**config.mk**
```make
export PLATFORM = sky130hd
export DESIGN_NAME = hwsg_top
export DESIGN_NICKNAME = d
export VERILOG_FILES = /design/src/hwsg_pkg.sv /design/src/hwsg_edge.sv /design/src/hwsg_top.sv
export SDC_FILE = /design/constraint.sdc
export NUM_CORES = 1
export LEC_CHECK = 0
export BUFFER_PORTS_ARGS = -buffer_cell sky130_fd_sc_hd__buf_2
export CAP_MARGIN = 10
export CORE_MARGIN = 3
export CORE_UTILIZATION = 37
export CTS_CLUSTER_DIAMETER = 200
export CTS_CLUSTER_SIZE = 28
export DETAILED_ROUTE_END_ITERATION = 10
export GPL_ROUTABILITY_DRIVEN = 0
export HOLD_SLACK_MARGIN = 0.03
export PLACE_DENSITY = 0.64
export SYNTH_ARGS = -nofsm -noshare
export SYNTH_HDL_FRONTEND = slang
export SYNTH_SLANG_ARGS = --single-unit
```
**constraint.sdc**
```tcl
create_clock -name core_clk -period 1.45 [get_ports core_clk]
set_clock_uncertainty 0.2 [all_clocks]
set_input_delay 0.2175 -clock core_clk [delete_from_list [all_inputs] [get_ports core_clk]]
set_output_delay 0.2175 -clock core_clk [all_outputs]
set_load 0.01 [all_outputs]
```
**src/hwsg_pkg.sv**
```systemverilog
// Package for the hardware status group: register selects, bit positions and carriers.
package hwsg_pkg;

   localparam int HWSG_W = 16;

   // Register selects used by the status command port.
   typedef enum logic [2:0] {
      HWSG_SEL_COND = 3'h0,
      HWSG_SEL_RISE = 3'h1,
      HWSG_SEL_FALL = 3'h2,
      HWSG_SEL_EVNT = 3'h3,
      HWSG_SEL_MASK = 3'h4
   } hwsg_sel_t;

   // Condition bit positions.
   localparam int HWSG_B_RSVD     = 15;
   localparam int HWSG_B_RIC2     = 14;
   localparam int HWSG_B_RIC1     = 13;
   localparam int HWSG_B_DRES     = 12;
   localparam int HWSG_B_DLOW     = 11;
   localparam int HWSG_B_DMEAS    = 10;
   localparam int HWSG_B_DARM     = 9;
   localparam int HWSG_B_ENC_AUX  = 8;
   localparam int HWSG_B_ENC_INFO = 7;
   localparam int HWSG_B_COMM     = 6;
   localparam int HWSG_B_LIMIT    = 5;
   localparam int HWSG_B_SELFTEST = 4;
   localparam int HWSG_B_OVERPWR  = 3;
   localparam int HWSG_B_UNUSED   = 2;
   localparam int HWSG_B_MIKE     = 1;
   localparam int HWSG_B_BATT     = 0;

   // Reset values of the writable and latched registers.
   localparam logic [15:0] HWSG_RST_RISE = 16'hffff;
   localparam logic [15:0] HWSG_RST_FALL = 16'h0000;
   localparam logic [15:0] HWSG_RST_EVNT = 16'h0000;
   localparam logic [15:0] HWSG_RST_MASK = 16'h0000;
   localparam logic [15:0] HWSG_ZERO     = 16'h0000;

   // Raw hardware conditions gathered from the instrument.
   typedef struct packed {
      logic ric_int2;
      logic ric_int1;
      logic dec_results;
      logic dec_level_low;
      logic dec_measuring;
      logic dec_armed;
      logic enc_two_fields;
      logic enc_fields_sent_a;
      logic enc_fields_sent_b;
      logic enc_func_gen;
      logic comm_summary;
      logic limit_exceeded;
      logic selftest_failed;
      logic overpower;
      logic ext_mike_keyed;
      logic ext_batt_low;
   } hwsg_hw_in_t;

   // One status command from the remote controller.
   typedef struct packed {
      logic        valid;
      logic        write;
      hwsg_sel_t   sel;
      logic [15:0] wdata;
   } hwsg_cmd_t;

endpackage

```
**src/hwsg_edge.sv**
```systemverilog
// Transition filter and event latch for the status group.
`timescale 1ns/100ps
`default_nettype none
module hwsg_edge
   import hwsg_pkg::*;
#(
   parameter int W = HWSG_W
) (
   input  wire logic         core_clk,
   input  wire logic         reset_n,
   input  wire logic         clk_en,
   input  wire logic [W-1:0] cond,
   input  wire logic [W-1:0] rise_flt,
   input  wire logic [W-1:0] fall_flt,
   input  wire logic         clear,
   output logic      [W-1:0] event_q
);
   logic [W-1:0] cond_prev_ff;
   logic [W-1:0] event_ff;
   logic [W-1:0] nxt_event;
   wire  [W-1:0] hit;

   // Rising edges pass the rise filter, falling edges the fall filter.
   assign hit = (cond & ~cond_prev_ff & rise_flt)
              | (~cond & cond_prev_ff & fall_flt);
   // A hit in the clearing cycle survives, so no event is lost.
   assign nxt_event = (clear ? '0 : event_ff) | hit;
   assign event_q = event_ff;

   // Previous condition and event latch.
   always_ff @(posedge core_clk or negedge reset_n) begin
      if (!reset_n) begin
         cond_prev_ff <= '0;
         event_ff     <= '0;
      end else if (clk_en) begin
         cond_prev_ff <= cond;
         event_ff     <= nxt_event;
      end
   end
endmodule
`default_nettype wire

```
**src/hwsg_top.sv**
```systemverilog
// Top of the hardware status group: condition, filters, events, mask.
`timescale 1ns/100ps
`default_nettype none
module hwsg_top
   import hwsg_pkg::*;
#(
   parameter int W = HWSG_W
) (
   input  wire logic         core_clk,
   input  wire logic         reset_n,
   input  wire logic         clk_en,
   input  wire hwsg_hw_in_t  hw_in,
   input  wire hwsg_cmd_t    cmd,
   input  wire logic         clear_status,
   output logic [W-1:0]      rdata,
   output logic              rvalid,
   output logic              summary
);
   logic [W-1:0] cond_ff;
   logic [W-1:0] rise_ff;
   logic [W-1:0] fall_ff;
   logic [W-1:0] mask_ff;
   logic [W-1:0] rdata_ff;
   logic         rvalid_ff;
   logic [W-1:0] event_q;
   logic [W-1:0] nxt_cond;
   logic [W-1:0] nxt_rdata;

   // Encoder field decode; function generator mode blanks bit 7.
   wire both_sent = hw_in.enc_two_fields
                  & hw_in.enc_fields_sent_a
                  & hw_in.enc_fields_sent_b;
   wire one_sent  = hw_in.enc_two_fields
                  ? (hw_in.enc_fields_sent_a ^ hw_in.enc_fields_sent_b)
                  : hw_in.enc_fields_sent_a;
   wire info_bit  = one_sent & ~hw_in.enc_func_gen;

   // Condition assembly from raw hardware levels.
   always_comb begin
      nxt_cond                  = HWSG_ZERO;
      nxt_cond[HWSG_B_RSVD]     = 1'b0;
      nxt_cond[HWSG_B_RIC2]     = hw_in.ric_int2;
      nxt_cond[HWSG_B_RIC1]     = hw_in.ric_int1;
      nxt_cond[HWSG_B_DRES]     = hw_in.dec_results;
      nxt_cond[HWSG_B_DLOW]     = hw_in.dec_level_low;
      nxt_cond[HWSG_B_DMEAS]    = hw_in.dec_measuring;
      nxt_cond[HWSG_B_DARM]     = hw_in.dec_armed;
      nxt_cond[HWSG_B_ENC_AUX]  = both_sent;
      nxt_cond[HWSG_B_ENC_INFO] = info_bit;
      nxt_cond[HWSG_B_COMM]     = hw_in.comm_summary;
      nxt_cond[HWSG_B_LIMIT]    = hw_in.limit_exceeded;
      nxt_cond[HWSG_B_SELFTEST] = hw_in.selftest_failed;
      nxt_cond[HWSG_B_OVERPWR]  = hw_in.overpower;
      nxt_cond[HWSG_B_UNUSED]   = 1'b0;
      nxt_cond[HWSG_B_MIKE]     = hw_in.ext_mike_keyed;
      nxt_cond[HWSG_B_BATT]     = hw_in.ext_batt_low;
   end

   // Command decode; only these strobes reach the registers.
   wire do_wr   = cmd.valid & cmd.write;
   wire do_rd   = cmd.valid & ~cmd.write;
   wire wr_rise = do_wr & (cmd.sel == HWSG_SEL_RISE);
   wire wr_fall = do_wr & (cmd.sel == HWSG_SEL_FALL);
   wire wr_mask = do_wr & (cmd.sel == HWSG_SEL_MASK);
   // Reading the events is destructive, as is the clear-status command.
   wire ev_clr  = clear_status | (do_rd & (cmd.sel == HWSG_SEL_EVNT));

   // Read mux; an unknown select answers zero.
   always_comb begin
      unique case (cmd.sel)
         HWSG_SEL_COND: nxt_rdata = cond_ff;
         HWSG_SEL_RISE: nxt_rdata = rise_ff;
         HWSG_SEL_FALL: nxt_rdata = fall_ff;
         HWSG_SEL_EVNT: nxt_rdata = event_q;
         HWSG_SEL_MASK: nxt_rdata = mask_ff;
         default:       nxt_rdata = HWSG_ZERO;
      endcase
   end

   // The edge detector and event latch live in their own module.
   hwsg_edge #(
      .W (W)
   ) u_edge (
      .core_clk (core_clk),
      .reset_n  (reset_n),
      .clk_en   (clk_en),
      .cond     (cond_ff),
      .rise_flt (rise_ff),
      .fall_flt (fall_ff),
      .clear    (ev_clr),
      .event_q  (event_q)
   );

   // Condition sampling and writable registers.
   always_ff @(posedge core_clk or negedge reset_n) begin
      if (!reset_n) begin
         cond_ff <= HWSG_ZERO;
         rise_ff <= HWSG_RST_RISE;
         fall_ff <= HWSG_RST_FALL;
         mask_ff <= HWSG_RST_MASK;
      end else if (clk_en) begin
         cond_ff <= nxt_cond;
         if (wr_rise) rise_ff <= cmd.wdata;
         if (wr_fall) fall_ff <= cmd.wdata;
         if (wr_mask) mask_ff <= cmd.wdata;
      end
   end

   // Query answer registered; event data is captured before it clears.
   always_ff @(posedge core_clk or negedge reset_n) begin
      if (!reset_n) begin
         rdata_ff  <= HWSG_ZERO;
         rvalid_ff <= 1'b0;
      end else if (clk_en) begin
         rvalid_ff <= do_rd;
         if (do_rd) rdata_ff <= nxt_rdata;
      end
   end

   assign rdata   = rdata_ff;
   assign rvalid  = rvalid_ff;
   // Summary is combinational from flops so it tracks the mask at once.
   assign summary = |(event_q & mask_ff);
endmodule
`default_nettype wire

```
==> flow_summary.ini <==
[sta]
rsz0062_at_grt = yes
fin_crit_ns = 2.075
finalHoldViolations = 0
final_max_slew_viol_count = 0
worst_pin_slew_ns = 0.5389
setup_viol = 1
finalCritPeriodShare_pct = 143.1
tns_ns = -0.6247
slew_headroom_pct = 64.07
fin_ws_ns = -0.6247
fmax_mhz = 482.0

[outcome]
violations = negative setup slack
status = finished with violations

[cells_and_area]
utilization_pct = 49.93
n_antenna_cell = 0
nets = 614
final_common_cell = dfrtp_1
area_delta_synth_final_pct = 31.43
layout_common_cells = 91 x dfrtp_1, 58 x buf_4, 57 x buf_2
design_area_um2 = 6665
layout-drive-gt1-share_pct = 38.58

[power_and_ir_drop]
power.leakage_nw = 2.998
power.density_cell_area_nw_per_um2 = 1257
peakVddDrop_v = 0.0007341
total_power_w = 0.008377

[placed_design]
port-buffer-count = 58
dp_worst_setup_slack_ns = -0.2932
placed_cell_area_um2 = 5971
dp_hpwl_um = 8868

[clock_network]
cts.sinks = 107
cts_tree = built
clock_latency_ns = 0.35
cts-root-buf = clkbuf_16
ctsHtreeMaxLevel = 3
cts.clk_slew.worst_paths_ns = 0.07
cts_made_buffers = 9
clk_path_buf_depth = 2

[critical_path]
crit_fanout = 2
cp_data_required_time_ns = 1.03
crit_path_end_kind = primary output
startpoint_type = register
crit_type = register to primary output
crit_arrival_ns = 1.66

[route]
postRouteAntennaNets = 0
post_drt_wl_per_cell_um = 16.74
drt_first_pass_iters = 4
first_iter_violations = 200
drcViolationCount = 0
postRouteWirelength_um = 12630
vias_per_cell = 5.131
vias = 3869

[floorplanning]
dieArea_um2 = 15150
num_rows = 42
coreArea_um2 = 13350
die_y_um = 123.1
initial_core_util_pct = 37.99
pin_count = 59
die_x_um = 123.1

[synthesis]
ys_top_cells_by_area = dfrtp_1 45%, mux2_2 12%, dfstp_2 8.3%, mux2_1 4.4%, nor2_1 4.1%
synth-edff-count = 0
synth_top_area_share_pct = 44.91
syn_nets = 480
syn_inst = 439
synth-seq-area-share_pct = 53.20
synth_warnings = 0
async_flop_share_pct = 100.0
synth_area_um2 = 5071
ys_types = 36
synth_ff_type = dfrtp_1
yosys.area.top_type = dfrtp_1
syn_area_per_cell_um2 = 11.55
ys_ff_latch = 107

[grt]
grt_usage_pct = 18.16
grt_max_degree = 56
grt_pass1_wl_um = 21220
grt_overflow = 0
antenna_found_initial = 0
grt_pass1_vias = 4007

[flow_run]
cap_violations = 0

[worst_hold_path]
hold_path_class = input pin to async pin
## kinds of logic (layout without fill, tap and decap cells)
family | count (synthesis) | after routing | synth area share, %
flops | 107 | 107 | 53.20
buf+inv | 29 | 168 | 3.035
compound gates | 98 | 98 | 12.76
mux | 89 | 89 | 19.39
simple gates | 115 | 115 | 11.45
xor+xnor | 1 | 1 | 0.1727
## stage by stage
stage	hold WS [ns]	instances
2_1_floorplan	-0.2781	439
3_3_place_gp	-0.1776	701
3_5_place_dp	-0.1758	701
4_1_cts	0.2100	754
5_1_grt	0.2386	754
6_report	0.2070	754
## synthesized netlist by cell type, types with 3 or more instances
master and count:
dfrtp_1 91, nor2_1 56, mux2_2 54, a21oi_1 41, mux2_1 20, nand2_1 19, dfstp_2 16, a221oi_1 15
a22o_1 15, mux2i_1 15, nand3b_1 15, o21ai_0 14, nand2b_1 13, clkbuf_1 11, a22oi_1 6, buf_2 6
buf_1 4, buf_4 4, buf_6 3
## final timing paths
path	slack, ns	cells past startpoint	to	from
setup / recovery	-0.62	6	summary	mask_ff[8]
hold / removal	0.21	3	u_edge.event_q[1]	reset_n
setup reg to reg	0.08	6	rdata[14]	mask_ff[14]
hold reg to reg	0.30	1	rvalid	rvalid
max in group asynchronous	0.40	3	cond_ff[0]	reset_n
min in group core_clk	0.23	5	rdata[8]	cmd[17]
## registers in the layout, summed over array words and instances, names as in the netlist
register and count:
cond_ff 14, u_edge.event_q 14, mask_ff 16, rvalid 1, rise_ff 16, fall_ff 16
u_edge.cond_prev_ff 14, rdata 16
## layer usage
| metal | vias to the layer above | part of all wire [%] | GRT usage (%) | wire length [um] |
|---|---|---|---|---|
| met5 | - | 0 | 0 | 0 |
| met4 | 0 | 1.2 | 5.744 | 150 |
| met3 | 8 | 3.5 | 4.163 | 440 |
| met2 | 65 | 51 | 30.27 | 6418 |
| met1 | 1943 | 44 | 23.56 | 5616 |
| li1 | 1853 | - | - | - |
## area by class of cell
type,instances,area [um^2]
clock buffers,14,264.0
clock inverters,2,35.03
fillers,1229,6683
inverters,1,3.754
multi-input cells,303,2344
flip-flops and latches,107,2698
well taps,176,220.2
repair buffers,151,1101
## repair_timing
action                                 CTS  global route
endpoints found under the hold margin  169             0
buffers inserted                         3             0
pin swaps                                1             3
hold buffers                            34             0
gates resized for setup                  1             5
setup endpoints to repair                1            13
## critical path: stages (launching register included)
cell	delay, ns
dfrtp_1	0.39
a22oi_1	0.18
nand2_1	0.08
a221oi_2	0.17
buf_4	0.15
nand4_1	0.15
buf_2	0.19
## power breakdown
group	total, W	switching (W)	internal [W]
Sequential	0.00401	0.000417	0.00359
Clock	0.00250	0.00106	0.00143
Combinational	0.00187	0.000793	0.00108
Total	0.00838	0.00227	0.00611
No activity file was read; power rests on OpenSTA's default activity.
